### config.mk
export PLATFORM = sky130hd
export DESIGN_NAME = scpc_host
export DESIGN_NICKNAME = d
export VERILOG_FILES = /design/src/include/scpc_pkg.sv /design/src/include/scpc_eng_if.sv /design/src/verilog/scpc_host.sv /design/src/verilog/scpc_i2c_byte.sv /design/src/verilog/scpc_spi_byte.sv
export SDC_FILE = /design/constraint.sdc
export NUM_CORES = 1
export LEC_CHECK = 0
export ABC_AREA = 0
export BUFFER_PORTS_ARGS = -buffer_cell sky130_fd_sc_hd__buf_2
export CORE_MARGIN = 3
export CORE_UTILIZATION = 55
export DETAILED_ROUTE_END_ITERATION = 8
export GPL_TIMING_DRIVEN = 0
export PLACE_DENSITY = 0.73
export SYNTH_ARGS = -nofsm -noshare
export SYNTH_HDL_FRONTEND = slang
export SYNTH_SLANG_ARGS = --single-unit
export TNS_END_PERCENT = 1
### constraint.sdc
create_clock -name i_core_clk -period 9.32 [get_ports i_core_clk]
set_clock_uncertainty 0.1 [all_clocks]
set_input_delay 0.932 -clock i_core_clk [delete_from_list [all_inputs] [get_ports i_core_clk]]
set_output_delay 0.932 -clock i_core_clk [all_outputs]
set_load 0.01 [all_outputs]
### src/include/scpc_pkg.sv
// constants, offsets and types for the serial control port host
// assumes a 250 MHz core clock; no module or clock of its own
package scpc_pkg;
	// core clock and link rates
	localparam int CLK_MHZ = 250;
	localparam int STD_KHZ = 100;
	localparam int FAST_KHZ = 400;
	// quarter bit times, rounded up so the bus never runs too fast
	localparam int STD_QTR = (CLK_MHZ * 1000 + 4 * STD_KHZ - 1) / (4 * STD_KHZ);
	localparam int FAST_QTR =
		(CLK_MHZ * 1000 + 4 * FAST_KHZ - 1) / (4 * FAST_KHZ);
	// half period of the spi shift clock, in core cycles
	localparam int SPI_HALF = 4;
	// register offsets, byte addresses
	localparam logic [4:0] OFS_CTRL = 5'h00;
	localparam logic [4:0] OFS_ADDR = 5'h04;
	localparam logic [4:0] OFS_WDATA = 5'h08;
	localparam logic [4:0] OFS_RDATA = 5'h0c;
	localparam logic [4:0] OFS_STAT = 5'h10;
	localparam logic [4:0] OFS_PINS = 5'h14;
	// control fields
	localparam int CTL_GO = 0;
	localparam int CTL_RD = 1;
	localparam int CTL_I2C = 2;
	localparam int CTL_4W = 3;
	localparam int CTL_CNT = 4;
	localparam int CTL_FAST = 6;
	// device facts
	localparam logic [3:0] I2C_ADDR_HI = 4'h9;
	localparam logic [12:0] LSB_REG = 13'h0000;
	localparam int LSB_BIT = 6;
	localparam logic [12:0] ADDR_TOP = 13'h1fff;
	// byte engine commands
	typedef enum logic [1:0] {CMD_START, CMD_STOP, CMD_XFER} scpc_cmd_e;
endpackage

### src/include/scpc_eng_if.sv
// byte request and answer between the sequencer and a bit engine
// assumes all signals live on the core clock
`timescale 1ns/1ps
interface scpc_eng_if;
	logic go;
	logic [7:0] tx;
	logic ack_out;
	logic lsb;
	logic fast;
	logic din;
	scpc_pkg::scpc_cmd_e cmd;
	logic [7:0] rx;
	logic ack_in;
	logic done;
	modport seq (output go, tx, ack_out, lsb, fast, din, cmd,
		input rx, ack_in, done);
	modport eng (input go, tx, ack_out, lsb, fast, din, cmd,
		output rx, ack_in, done);
endinterface

### src/verilog/scpc_host.sv
// serial control port host: avalon-mm registers, spi and two-wire master
// assumes a single 250 MHz clock; pins are synchronised here
//
// Decided for this implementation: the address map and the Avalon-MM interface to the registers.
`timescale 1ns/1ps
module scpc_host import scpc_pkg::*; (
	// clock and reset
	input wire logic i_core_clk,
	input wire logic i_rst_b,
	// avalon-mm slave
	input wire logic [4:0] i_avs_address,
	input wire logic i_avs_read,
	input wire logic i_avs_write,
	input wire logic [31:0] i_avs_writedata,
	output logic [31:0] o_avs_readdata,
	output logic o_avs_waitrequest,
	// spi pins
	output logic o_sclk,
	output logic o_cs_b,
	input wire logic i_sdio,
	output logic o_sdio,
	output logic o_sdio_oe,
	input wire logic i_serial_out_line,
	// two-wire pins, open drain
	output logic o_scl,
	output logic o_scl_oe,
	input wire logic i_sda,
	output logic o_sda,
	output logic o_sda_oe,
	// strap levels for the device
	output logic [2:0] o_port_select_pins
);
	typedef enum {ST_IDLE, ST_SPI_IHI, ST_SPI_ILO, ST_SPI_DATA,
		ST_I2C_S, ST_I2C_DEV, ST_I2C_AHI, ST_I2C_ALO, ST_I2C_WR,
		ST_I2C_RS, ST_I2C_RDEV, ST_I2C_RD, ST_I2C_P} scpc_st_e;

	function automatic logic is_spi(input scpc_st_e s);
		return s == ST_SPI_IHI || s == ST_SPI_ILO || s == ST_SPI_DATA;
	endfunction

	function automatic logic [12:0] next_addr(input logic [12:0] a,
		input logic up);
		if (up)
			return (a == ADDR_TOP) ? a : a + 13'h1;
		return (a == 13'h0) ? a : a - 13'h1;
	endfunction

	scpc_st_e st_r, st_nxt;
	logic iss_r, iss_nxt, rd_r, rd_nxt, i2c_r, i2c_nxt, fourw_r, fourw_nxt;
	logic fast_r, fast_nxt, nack_r, nack_nxt, lsb_r, lsb_nxt;
	logic lsbv_r, lsbv_nxt, lsbset_r, lsbset_nxt;
	logic cs_b_r, cs_b_nxt, oe_r, oe_nxt, wait_r, wait_nxt;
	logic [1:0] idx_r, idx_nxt, cnt_r, cnt_nxt;
	logic [2:0] sel_r, sel_nxt, s1_r, s2_r;
	logic [12:0] cur_r, cur_nxt;
	logic [15:0] addr_r, addr_nxt, instr;
	logic [31:0] wdata_r, wdata_nxt, rdata_r, rdata_nxt, rdd_r, rdd_nxt;
	logic [7:0] eng_tx;
	logic eng_ack, done, nackst, scl_pull, sda_pull;

	scpc_eng_if spi_b();
	scpc_eng_if i2c_b();

	// pin synchronisers
	always_ff @(posedge i_core_clk or negedge i_rst_b) begin
		if (!i_rst_b) begin
			s1_r <= 3'h7;
			s2_r <= 3'h7;
		end else begin
			s1_r <= {i_sda, i_serial_out_line, i_sdio};
			s2_r <= s1_r;
		end
	end

	assign instr = {rd_r, cnt_r, cur_r};

	// byte to send in each state
	always_comb begin
		eng_tx = 8'hff;
		eng_ack = 1'b1;
		case (st_r)
		ST_SPI_IHI: eng_tx = lsb_r ? instr[7:0] : instr[15:8];
		ST_SPI_ILO: eng_tx = lsb_r ? instr[15:8] : instr[7:0];
		ST_SPI_DATA: eng_tx = wdata_r[{idx_r, 3'h0} +: 8];
		ST_I2C_DEV: eng_tx = {I2C_ADDR_HI, sel_r, 1'b0};
		ST_I2C_RDEV: eng_tx = {I2C_ADDR_HI, sel_r, 1'b1};
		ST_I2C_AHI: eng_tx = addr_r[15:8];
		ST_I2C_ALO: eng_tx = addr_r[7:0];
		ST_I2C_WR: eng_tx = wdata_r[{idx_r, 3'h0} +: 8];
		ST_I2C_RD: eng_ack = (idx_r == cnt_r);
		default: eng_tx = 8'hff;
		endcase
	end

	assign done = spi_b.done | i2c_b.done;
	assign nackst = st_r == ST_I2C_DEV || st_r == ST_I2C_AHI ||
		st_r == ST_I2C_ALO || st_r == ST_I2C_WR || st_r == ST_I2C_RDEV;

	always_comb begin
		st_nxt = st_r;
		iss_nxt = iss_r;
		rd_nxt = rd_r;
		i2c_nxt = i2c_r;
		fourw_nxt = fourw_r;
		fast_nxt = fast_r;
		nack_nxt = nack_r;
		lsb_nxt = lsb_r;
		lsbv_nxt = lsbv_r;
		lsbset_nxt = lsbset_r;
		idx_nxt = idx_r;
		cnt_nxt = cnt_r;
		sel_nxt = sel_r;
		cur_nxt = cur_r;
		addr_nxt = addr_r;
		wdata_nxt = wdata_r;
		rdata_nxt = rdata_r;
		rdd_nxt = rdd_r;
		wait_nxt = 1'b1;
		if ((i_avs_read || i_avs_write) && wait_r) begin
			wait_nxt = 1'b0;
			case (i_avs_address)
			OFS_CTRL: rdd_nxt = {25'h0, fast_r, cnt_r, fourw_r, i2c_r, rd_r, 1'b0};
			OFS_ADDR: rdd_nxt = {16'h0, addr_r};
			OFS_WDATA: rdd_nxt = wdata_r;
			OFS_RDATA: rdd_nxt = rdata_r;
			OFS_STAT: rdd_nxt = {29'h0, lsb_r, nack_r, st_r != ST_IDLE};
			OFS_PINS: rdd_nxt = {29'h0, sel_r};
			default: rdd_nxt = 32'h0;
			endcase
		end
		if (i_avs_write && !wait_r && st_r == ST_IDLE) begin
			case (i_avs_address)
			OFS_CTRL: begin
				rd_nxt = i_avs_writedata[CTL_RD];
				i2c_nxt = i_avs_writedata[CTL_I2C];
				fourw_nxt = i_avs_writedata[CTL_4W];
				cnt_nxt = i_avs_writedata[CTL_CNT +: 2];
				fast_nxt = i_avs_writedata[CTL_FAST];
				if (i_avs_writedata[CTL_GO]) begin
					st_nxt = i_avs_writedata[CTL_I2C] ? ST_I2C_S : ST_SPI_IHI;
					idx_nxt = 2'h0;
					nack_nxt = 1'b0;
					cur_nxt = addr_r[12:0];
				end
			end
			OFS_ADDR: addr_nxt = i_avs_writedata[15:0];
			OFS_WDATA: wdata_nxt = i_avs_writedata;
			OFS_PINS: sel_nxt = i_avs_writedata[2:0];
			default: ;
			endcase
		end
		if (st_r == ST_IDLE && lsbset_r) begin
			lsb_nxt = lsbv_r;
			lsbset_nxt = 1'b0;
		end
		if (st_r != ST_IDLE && !iss_r)
			iss_nxt = 1'b1;
		if (done) begin
			iss_nxt = 1'b0;
			case (st_r)
			ST_SPI_IHI: st_nxt = ST_SPI_ILO;
			ST_SPI_ILO: st_nxt = ST_SPI_DATA;
			ST_SPI_DATA: begin
				if (rd_r) begin
					rdata_nxt[{idx_r, 3'h0} +: 8] = spi_b.rx;
				end else if (cur_r == LSB_REG) begin
					lsbv_nxt = eng_tx[LSB_BIT];
					lsbset_nxt = 1'b1;
				end
				cur_nxt = next_addr(cur_r, lsb_r);
				idx_nxt = idx_r + 2'h1;
				if (idx_r == cnt_r)
					st_nxt = ST_IDLE;
			end
			ST_I2C_S: st_nxt = ST_I2C_DEV;
			ST_I2C_DEV: st_nxt = ST_I2C_AHI;
			ST_I2C_AHI: st_nxt = ST_I2C_ALO;
			ST_I2C_ALO: st_nxt = rd_r ? ST_I2C_RS : ST_I2C_WR;
			ST_I2C_WR, ST_I2C_RD: begin
				if (st_r == ST_I2C_RD)
					rdata_nxt[{idx_r, 3'h0} +: 8] = i2c_b.rx;
				idx_nxt = idx_r + 2'h1;
				if (idx_r == cnt_r)
					st_nxt = ST_I2C_P;
			end
			ST_I2C_RS: st_nxt = ST_I2C_RDEV;
			ST_I2C_RDEV: st_nxt = ST_I2C_RD;
			ST_I2C_P: st_nxt = ST_IDLE;
			default: st_nxt = ST_IDLE;
			endcase
			if (nackst && i2c_b.ack_in) begin
				nack_nxt = 1'b1;
				st_nxt = ST_I2C_P;
			end
		end
		cs_b_nxt = !is_spi(st_nxt);
		oe_nxt = is_spi(st_nxt) && !(st_nxt == ST_SPI_DATA && rd_nxt);
	end

	always_ff @(posedge i_core_clk or negedge i_rst_b) begin
		if (!i_rst_b) begin
			st_r <= ST_IDLE;
			iss_r <= 1'b0;
			rd_r <= 1'b0;
			i2c_r <= 1'b0;
			fourw_r <= 1'b0;
			fast_r <= 1'b0;
			nack_r <= 1'b0;
			lsb_r <= 1'b0;
			lsbv_r <= 1'b0;
			lsbset_r <= 1'b0;
			cs_b_r <= 1'b1;
			oe_r <= 1'b0;
			wait_r <= 1'b1;
			idx_r <= 2'h0;
			cnt_r <= 2'h0;
			sel_r <= 3'h0;
			cur_r <= 13'h0;
			addr_r <= 16'h0;
			wdata_r <= 32'h0;
			rdata_r <= 32'h0;
			rdd_r <= 32'h0;
		end else begin
			st_r <= st_nxt;
			iss_r <= iss_nxt;
			rd_r <= rd_nxt;
			i2c_r <= i2c_nxt;
			fourw_r <= fourw_nxt;
			fast_r <= fast_nxt;
			nack_r <= nack_nxt;
			lsb_r <= lsb_nxt;
			lsbv_r <= lsbv_nxt;
			lsbset_r <= lsbset_nxt;
			cs_b_r <= cs_b_nxt;
			oe_r <= oe_nxt;
			wait_r <= wait_nxt;
			idx_r <= idx_nxt;
			cnt_r <= cnt_nxt;
			sel_r <= sel_nxt;
			cur_r <= cur_nxt;
			addr_r <= addr_nxt;
			wdata_r <= wdata_nxt;
			rdata_r <= rdata_nxt;
			rdd_r <= rdd_nxt;
		end
	end

	// engine hookup
	assign spi_b.go = is_spi(st_r) && !iss_r;
	assign spi_b.tx = eng_tx;
	assign spi_b.ack_out = 1'b1;
	assign spi_b.lsb = lsb_r;
	assign spi_b.fast = 1'b0;
	assign spi_b.din = fourw_r ? s2_r[1] : s2_r[0];
	assign spi_b.cmd = CMD_XFER;
	assign i2c_b.go = st_r != ST_IDLE && !is_spi(st_r) && !iss_r;
	assign i2c_b.tx = eng_tx;
	assign i2c_b.ack_out = eng_ack;
	assign i2c_b.lsb = 1'b0;
	assign i2c_b.fast = fast_r;
	assign i2c_b.din = s2_r[2];
	assign i2c_b.cmd = (st_r == ST_I2C_S || st_r == ST_I2C_RS) ? CMD_START :
		(st_r == ST_I2C_P) ? CMD_STOP : CMD_XFER;

	scpc_spi_byte #(.HALF(SPI_HALF)) u_spi (
		.i_core_clk(i_core_clk),
		.i_rst_b(i_rst_b),
		.b(spi_b),
		.o_sclk(o_sclk),
		.o_mosi(o_sdio)
	);

	scpc_i2c_byte u_i2c (
		.i_core_clk(i_core_clk),
		.i_rst_b(i_rst_b),
		.b(i2c_b),
		.o_scl_pull(scl_pull),
		.o_sda_pull(sda_pull)
	);

	assign o_avs_readdata = rdd_r;
	assign o_avs_waitrequest = wait_r;
	assign o_cs_b = cs_b_r;
	assign o_sdio_oe = oe_r;
	assign o_scl = 1'b0;
	assign o_scl_oe = scl_pull;
	assign o_sda = 1'b0;
	assign o_sda_oe = sda_pull;
	assign o_port_select_pins = sel_r;
endmodule

### src/verilog/scpc_i2c_byte.sv
// two-wire bit engine: start, stop, or nine-bit byte with acknowledge
// assumes din is synchronised; the clock line is never stretched
`timescale 1ns/1ps
module scpc_i2c_byte import scpc_pkg::*; (
	// clock and reset
	input wire logic i_core_clk,
	input wire logic i_rst_b,
	// byte requests
	scpc_eng_if.eng b,
	// open-drain pull-down enables
	output logic o_scl_pull,
	output logic o_sda_pull
);
	logic busy_r, busy_nxt, done_r, done_nxt;
	logic scl_r, scl_nxt, sda_r, sda_nxt;
	logic [1:0] q_r, q_nxt;
	logic [3:0] bit_r, bit_nxt;
	logic [8:0] sh_r, sh_nxt, rx_r, rx_nxt;
	logic [15:0] div_r, div_nxt, qlen;

	assign qlen = b.fast ? 16'(FAST_QTR - 1) : 16'(STD_QTR - 1);

	always_comb begin
		busy_nxt = busy_r;
		done_nxt = 1'b0;
		scl_nxt = scl_r;
		sda_nxt = sda_r;
		q_nxt = q_r;
		bit_nxt = bit_r;
		sh_nxt = sh_r;
		rx_nxt = rx_r;
		div_nxt = div_r;
		if (!busy_r && b.go) begin
			busy_nxt = 1'b1;
			q_nxt = 2'h0;
			bit_nxt = 4'h0;
			div_nxt = 16'h0;
			sh_nxt = {b.tx, b.ack_out};
		end else if (busy_r) begin
			if (div_r == qlen) begin
				div_nxt = 16'h0;
				q_nxt = q_r + 2'h1;
				case (b.cmd)
				CMD_START: begin
					case (q_r)
					2'h0: sda_nxt = 1'b0;
					2'h1: scl_nxt = 1'b0;
					2'h2: sda_nxt = 1'b1;
					default: scl_nxt = 1'b1;
					endcase
				end
				CMD_STOP: begin
					case (q_r)
					2'h0: sda_nxt = 1'b1;
					2'h1: scl_nxt = 1'b0;
					2'h2: sda_nxt = 1'b0;
					default: ;
					endcase
				end
				default: begin
					case (q_r)
					2'h0: sda_nxt = !sh_r[8];
					2'h1: scl_nxt = 1'b0;
					2'h2: rx_nxt = {rx_r[7:0], b.din};
					default: begin
						scl_nxt = 1'b1;
						sh_nxt = {sh_r[7:0], 1'b1};
						bit_nxt = bit_r + 4'h1;
					end
					endcase
				end
				endcase
				if (q_r == 2'h3 && (b.cmd != CMD_XFER || bit_r == 4'h8)) begin
					busy_nxt = 1'b0;
					done_nxt = 1'b1;
				end
			end else begin
				div_nxt = div_r + 16'h1;
			end
		end
	end

	always_ff @(posedge i_core_clk or negedge i_rst_b) begin
		if (!i_rst_b) begin
			busy_r <= 1'b0;
			done_r <= 1'b0;
			scl_r <= 1'b0;
			sda_r <= 1'b0;
			q_r <= 2'h0;
			bit_r <= 4'h0;
			sh_r <= 9'h1ff;
			rx_r <= 9'h0;
			div_r <= 16'h0;
		end else begin
			busy_r <= busy_nxt;
			done_r <= done_nxt;
			scl_r <= scl_nxt;
			sda_r <= sda_nxt;
			q_r <= q_nxt;
			bit_r <= bit_nxt;
			sh_r <= sh_nxt;
			rx_r <= rx_nxt;
			div_r <= div_nxt;
		end
	end

	assign o_scl_pull = scl_r;
	assign o_sda_pull = sda_r;
	assign b.rx = rx_r[8:1];
	assign b.ack_in = rx_r[0];
	assign b.done = done_r;
endmodule

### src/verilog/scpc_spi_byte.sv
// spi byte shifter: eight shift clocks per request, mode 0
// assumes din is already synchronised to the core clock
`timescale 1ns/1ps
module scpc_spi_byte import scpc_pkg::*; #(
	parameter int HALF = SPI_HALF
) (
	// clock and reset
	input wire logic i_core_clk,
	input wire logic i_rst_b,
	// byte requests
	scpc_eng_if.eng b,
	// pins
	output logic o_sclk,
	output logic o_mosi
);
	logic busy_r, busy_nxt, sclk_r, sclk_nxt, done_r, done_nxt;
	logic mosi_r, mosi_nxt;
	logic [7:0] sh_r, sh_nxt, rx_r, rx_nxt;
	logic [3:0] step_r, step_nxt;
	logic [15:0] div_r, div_nxt;

	always_comb begin
		busy_nxt = busy_r;
		sclk_nxt = sclk_r;
		done_nxt = 1'b0;
		sh_nxt = sh_r;
		rx_nxt = rx_r;
		step_nxt = step_r;
		div_nxt = div_r;
		if (!busy_r && b.go) begin
			busy_nxt = 1'b1;
			div_nxt = 16'h0;
			step_nxt = 4'h0;
			sh_nxt = b.tx;
		end else if (busy_r) begin
			if (div_r == 16'(HALF - 1)) begin
				div_nxt = 16'h0;
				step_nxt = step_r + 4'h1;
				if (!step_r[0]) begin
					// rising edge: both ends sample here
					sclk_nxt = 1'b1;
					rx_nxt = b.lsb ? {b.din, rx_r[7:1]} : {rx_r[6:0], b.din};
				end else begin
					sclk_nxt = 1'b0;
					sh_nxt = b.lsb ? {1'b0, sh_r[7:1]} : {sh_r[6:0], 1'b0};
					if (step_r == 4'hf) begin
						busy_nxt = 1'b0;
						done_nxt = 1'b1;
					end
				end
			end else begin
				div_nxt = div_r + 16'h1;
			end
		end
		mosi_nxt = b.lsb ? sh_nxt[0] : sh_nxt[7];
	end

	always_ff @(posedge i_core_clk or negedge i_rst_b) begin
		if (!i_rst_b) begin
			busy_r <= 1'b0;
			sclk_r <= 1'b0;
			done_r <= 1'b0;
			mosi_r <= 1'b0;
			sh_r <= 8'h0;
			rx_r <= 8'h0;
			step_r <= 4'h0;
			div_r <= 16'h0;
		end else begin
			busy_r <= busy_nxt;
			sclk_r <= sclk_nxt;
			done_r <= done_nxt;
			mosi_r <= mosi_nxt;
			sh_r <= sh_nxt;
			rx_r <= rx_nxt;
			step_r <= step_nxt;
			div_r <= div_nxt;
		end
	end

	assign o_sclk = sclk_r;
	assign o_mosi = mosi_r;
	assign b.rx = rx_r;
	assign b.ack_in = 1'b0;
	assign b.done = done_r;
endmodule
---- Word level (Yosys, flattened, before mapping) ----
Cells that the tools add are included.
storage, ports and cells
  register bits ........................... 266
  output and inout bits ................... 44
  logic and storage cells ................. 292
  input bits .............................. 44
operators by class
  muxes and demuxes ....................... 111
  shifts and indexed selects .............. 4
  add/sub/neg operators ................... 9
  reduce and logical (&&, ||, !) cells .... 69
  bitwise logic cells ..................... 6
  equal/unequal tests ..................... 52
operators by type and width
  kind                      count
  $pmux W32 S10             1
  $mux W32                  9
  $eq A32 B3 Y1 const B     8
  $eq A32 B4 Y1 const B     8
  $pmux W32 S6              1
  $eq A32 B5 Y1 const B     5
  $eq A32 B2 Y1 const B     4
  $mux W13                  9
  $mux W16                  6
  $bwmux W32                2
  $mux W8                   8
  $pmux W32 S2              1
  $shiftx A8 B7 Y32         2
  $pmux W8 S7               1
  $mux W9                   5
  $mux W1                   44
  $add A16 B1 Y16 const B   2
  $eq A32 B1 Y1 const B     1
  $logic_not A32 Y1         1
  $mux W4                   8
  $reduce_bool A32 Y1       1
  $shift A8 B7 Y32 const A  1
  $shiftx A32 B6 Y8         1
  $mux W2                   10
  40 further kinds          112

---- Depth between registers and ports, before layout ----
  word-level depth ........................ 12
  mapped depth ............................ 10
  mapped depth without buffers ............ 9

---- Modules after synthesis ----
From an unflattened synthesis, not the netlist that was laid out.
second synthesis, totals
  cell total of the unflattened synthesis .. 1320
  area total of the unflattened synthesis .. 13772.0 um^2
by module, submodules not included
  module         instances  area each (um^2)  sequential area each (um^2)  cells an instance
  scpc_host      1          9245.1            4564.4                       863
  scpc_i2c_byte  1          2423.6            1112.3                       250
  scpc_spi_byte  1          2103.3            1001.0                       207

---- Least setup slack after synthesis ----
No wires, ideal clock.
  path kind ............................... register -> register
  start point ............................. register lsb_r
  end point ............................... register cur_r[12]
  arrival ................................. 2.842 ns
  library setup time ...................... 0.121 ns
  path buffers ............................ 1
  required time ........................... 9.099 ns
  period minus slack after synthesis ...... 3.062 ns
  setup slack ............................. 6.258 ns
  cell stages (with the launch flop) ...... 11
  cells stage by stage .................... dfrtp_1 -> buf_2 -> clkinv_1 -> fa_1 -> a211o_1 -> a21oi_1 -> o31ai_1 -> or4_1 -> nand3_1 -> mux2i_1 -> nor2_1
on the way
  word-level cells in the longest chain between the ends .. 6
  elaborated cells on any way between the ends .. 9
  classes of those cells .................. 2 x eq/ne; 6 x mux; 1 x reduce/logical
ends and longest elaborated chain
  element                 RTL line          RTL
  start, declared         scpc_host.sv:50   logic fast_r, fast_nxt, nack_r, nack_nxt, lsb_r, lsb_nxt;
  start signal, assigned  scpc_host.sv:231  lsb_r <= lsb_nxt;
  $mux W1                 scpc_host.sv:43   if (up)
  $mux W1                 scpc_host.sv:160  case (st_r)
  $mux W1                 scpc_host.sv:158  if (done) begin
  $mux W13                scpc_host.sv:45   return (a == 13'h0) ? a : a - 13'h1;
  $mux W13                scpc_host.sv:160
  $mux W13                scpc_host.sv:158
  end signal, assigned    scpc_host.sv:240  cur_r <= cur_nxt;
  end, declared           scpc_host.sv:55   logic [12:0] cur_r, cur_nxt;
Parallel ways exist; a longest one is shown, timed or not. The select of a mux whose other input is x is not followed.
A chain may end at the register's enable or synchronous reset.

---- Worst setup path in the final report ----
Ends and elaborated chain as after synthesis.

==> summary.md <==
| Metric | Value |
|---|---|
| Metal-1 WL | `between 15000 and 20000 um` |
| Async S/R FF share, synth | `1.00` |
| Critical path peak fanout | `21` |
| Placement Rows | `56` |
| # fillers | `between 1500 and 2000` |
| Quantity of I/O buffers inserted on ports | `84` |
| Number of vias in the routed layout | `about 11000` |
| Outcome | `completed` |
| Maximum clock rate | `approximately 0.26 GHz` |
| Floorplan die area | `~26000 um2` |
| Core Footprint | `between 20000 and 25000 um2` |
| Number of synthesized flops with an enable pin | `0` |
| Worst hold path class | `primary input to asynchronous set/reset pin` |
| Aggregate global routing overflow | `0` |
| Tightest Pin Transition | `~1100 ps` |
| Syn avg cell area | `~11 um2` |
| Met3 WL post-DR | `about 2400 um` |
| CTS Buf Count | `28` |
| Register bit count reported by yosys | `266` |
| Pre-CTS WS | `about 5500 ps` |
| Finish-stage setup viols | `0` |
| Pin count of the biggest net entering global routing | `around 100` |
| CTS Hold Bufs | `0` |
| CTS Root Cell | `sky130_fd_sc_hd__clkbuf_16` |
| Layout net count | `between 1000 and 1500` |
| Leakage dissipation | `about 7.1 nW` |
| Post-synthesis sequential area ratio | `0.496` |
| Layout overhead on the synthesized area | `13.0%` |
| Max-slew violation count | `0` |
| Maximum buffer depth of the clock tree | `3` |
| All-Layer GR Usage | `0.274` |
| Arrival @ worst endpoint | `roughly 4200 ps` |
| Area share of the largest cell type after synthesis | `0.463` |
| Final critical delay including setup and external delays | `~3800 ps` |
| Chip height | `about 160 um` |
| Ports | `88` |
| Final setup TNS | `0 ps` |
| Residual antenna-violating net count after detailed routing | `0` |
| Insertion delay of the later-clocked pin in the worst-skew pair | `550 ps` |
| Peak ir drop on the vdd network | `0.000125 V` |
| Final wirelength | `approximately 36000 um` |
| Average wire per standard cell | `approximately 21 um` |
| Starting density of the core | `0.566` |
| Fraction of layout cells with a size suffix above 1 | `0.187` |
| Number of gates given a new drive strength after cts | `0` |
| Cell with the most instances after synthesis | `sky130_fd_sc_hd__dfrtp_1` |
| Number of antenna violations at the first check in global routing | `1` |
| Power density over the cells | `201 nW/um2` |
| Total iterations of the first detailed-routing run | `5` |
| Top FF cell, synth | `sky130_fd_sc_hd__dfrtp_1` |
| Initial DRC count | `between 900 and 1000` |
| HPWL after detailed placement | `26200 um` |
| Post CTS Setup Buffer Count | `0` |
| Die Wd | `162 um` |
| CTS H-Tree Depth | `1` |
| Count of cell types in the netlist | `approximately 90` |
| Setup repair after global routing missed its margin | `false` |
| Number of maximum-capacitance constraint violations | `0` |
| Type of the worst setup path | `flip-flop to flip-flop` |
| Top cells by area, synth | `sky130_fd_sc_hd__dfrtp_1, sky130_fd_sc_hd__mux2_2, sky130_fd_sc_hd__mux2i_1` |
| Final-report hold violation count | `0` |
| Required time at the worst-slack endpoint | `around 9700 ps` |
| Vias per cell | `between 6 and 7` |
| Routability congestion estimate from global placement | `around 0.94` |
| Setup crit start kind | `flip-flop` |
| CTS tree | `yes` |
| Commonest cells post-synth | `sky130_fd_sc_hd__dfrtp_1, sky130_fd_sc_hd__nand2_1, sky130_fd_sc_hd__nor2_1, sky130_fd_sc_hd__mux2i_1, sky130_fd_sc_hd__o21ai_0` |
| Total length of routed met2 wires | `16200 um` |
| Max-Slew Margin vs Limit | `0.218` |
| Via count of the first global-routing pass | `between 10000 and 15000` |
| Type of destination of the critical path | `flip-flop` |
| Library cell with the largest summed area after synthesis | `sky130_fd_sc_hd__dfrtp_1` |
| Top layer in use | `met4` |
| Clock slew seen by the registers of the worst setup and hold paths | `about 60 ps` |
| Area of the mapped netlist | `between 10000 and 15000 um2` |
| DRC violations left | `0` |
| Synth Warn # | `0` |
| Number of sinks handled by clock tree synthesis | `between 200 and 300` |
| Post-synthesis instance total | `approximately 1300` |
| Final worst-path setup slack | `5480 ps` |
| Final worst-path cycle share | `0.411` |
| Wire length of the first global-routing pass | `57200 um` |
==> layout make-up <==
class | instances | area (um2) | area share
Sequential cell | 266 | 6680 | 0.439
Multi-Input combinational cell | 909 | 6390 | 0.420
Clock buffer | 49 | 830 | 0.0546
Timing Repair Buffer | 86 | 485 | 0.0319
Tap cell | 319 | 399 | 0.0263
Buffer | 71 | 292 | 0.0192
Inverter | 26 | 97.6 | 0.00642
Clock inverter | 3 | 26.3 | 0.00173
Antenna cell | 1 | 2.50 | 0.000165
==> flip-flops by register name (all words and copies together) (netlist names), 13 cells and up <==
| signal | count |
|---|---|
| u_spi.div_r | 16 |
| cur_r | 13 |
| o_avs_readdata | 32 |
| u_i2c.div_r | 16 |
| rdata_r | 32 |
| wdata_r | 32 |
| st_r | 32 |
| addr_r | 16 |
==> through the flow <==
step	utilization	area (um2)	hold slack (ps)	std cells	power (mW)
6_report	0.640	15200	244	1730	3.05
5_1_grt	0.640	15200	260	1730	3.19
4_1_cts	0.640	15200	255	1729	3.06
3_5_place_dp	0.604	14300	247	1677	2.02
3_3_place_gp	0.601	14300	246	1675	1.99
2_1_floorplan	-	13500	245	1272	1.80
==> worst paths after layout <==
path                              start            endpoint  slack [ps]  cells after the start
worst max-delay path              lsb_r           cur_r[12]        5480                     10
worst min-delay path            i_rst_b  o_avs_readdata[11]         240                      1
max in group asynchronous       i_rst_b             s2_r[2]        7970                      2
worst min register to register  s1_r[1]             s2_r[1]         250                      0
worst max register to register    lsb_r           cur_r[12]        5480                     10
min in group i_core_clk         s1_r[1]             s2_r[1]         250                      0
==> worst max-delay path, stage by stage, from the launching register on <==
cell and delay, ps:
sky130_fd_sc_hd__dfrtp_1 350, sky130_fd_sc_hd__buf_2 290, sky130_fd_sc_hd__clkinv_1 700, sky130_fd_sc_hd__fa_1 750, sky130_fd_sc_hd__a211o_1 330, sky130_fd_sc_hd__a21oi_1 190
sky130_fd_sc_hd__o31ai_1 160, sky130_fd_sc_hd__or4_1 420, sky130_fd_sc_hd__nand3_1 150, sky130_fd_sc_hd__mux2i_1 210, sky130_fd_sc_hd__nor2_1 50
==> where the power goes <==
part	switching, mW	internal [mW]	total (mW)
logic	0.325	0.243	0.568
registers	0.142	1.30	1.44
clock network	0.445	0.599	1.04
total	0.912	2.14	3.05
==> layout by cell type (no fill, tap or decap), types with 5 or more instances in the layout <==
cell type	count
sky130_fd_sc_hd__buf_2	97
sky130_fd_sc_hd__o22ai_1	23
sky130_fd_sc_hd__xnor2_1	12
sky130_fd_sc_hd__nand3_1	41
sky130_fd_sc_hd__mux4_2	8
sky130_fd_sc_hd__or2_2	5
sky130_fd_sc_hd__nor2_1	87
sky130_fd_sc_hd__a21o_1	14
sky130_fd_sc_hd__o21ai_0	73
sky130_fd_sc_hd__a31oi_1	5
sky130_fd_sc_hd__clkbuf_8	5
sky130_fd_sc_hd__inv_1	25
sky130_fd_sc_hd__nand2b_1	8
sky130_fd_sc_hd__ha_1	26
sky130_fd_sc_hd__nand2_1	123
sky130_fd_sc_hd__mux2_1	7
sky130_fd_sc_hd__clkbuf_16	28
sky130_fd_sc_hd__buf_1	8
sky130_fd_sc_hd__dfrtp_1	249
sky130_fd_sc_hd__dfstp_2	17
sky130_fd_sc_hd__mux2i_1	73
sky130_fd_sc_hd__clkbuf_1	63
sky130_fd_sc_hd__a21oi_1	54
sky130_fd_sc_hd__o31ai_1	36
sky130_fd_sc_hd__nor4_1	10
sky130_fd_sc_hd__and4_1	6
sky130_fd_sc_hd__nor2b_1	8
sky130_fd_sc_hd__and3_1	40
sky130_fd_sc_hd__a221o_1	5
sky130_fd_sc_hd__or3_1	10
sky130_fd_sc_hd__mux2_2	69
sky130_fd_sc_hd__nand4_1	14
sky130_fd_sc_hd__nor4_2	7
sky130_fd_sc_hd__nor3_1	17
sky130_fd_sc_hd__xor2_1	23
sky130_fd_sc_hd__a22o_1	13
sky130_fd_sc_hd__and2_1	6
==> per-layer routing <==
metal / track usage / up-vias
met2: 0.420 / 325
li1: - / 4890
met1: 0.415 / 5235
met3: 0.0407 / 55
met5: 0 / -
met4: 0.0644 / 0
==> cell families after synthesis <==
group           Yosys count  synth area share
mux                     158             0.132
compound gates          276             0.135
flops                   266             0.496
buf+inv                  97            0.0289
simple gates            411             0.159
xor+xnor                 35            0.0228
other cells               1          0.000279
fa+ha+maj                27            0.0257
Power figures use the tool's default switching activity.
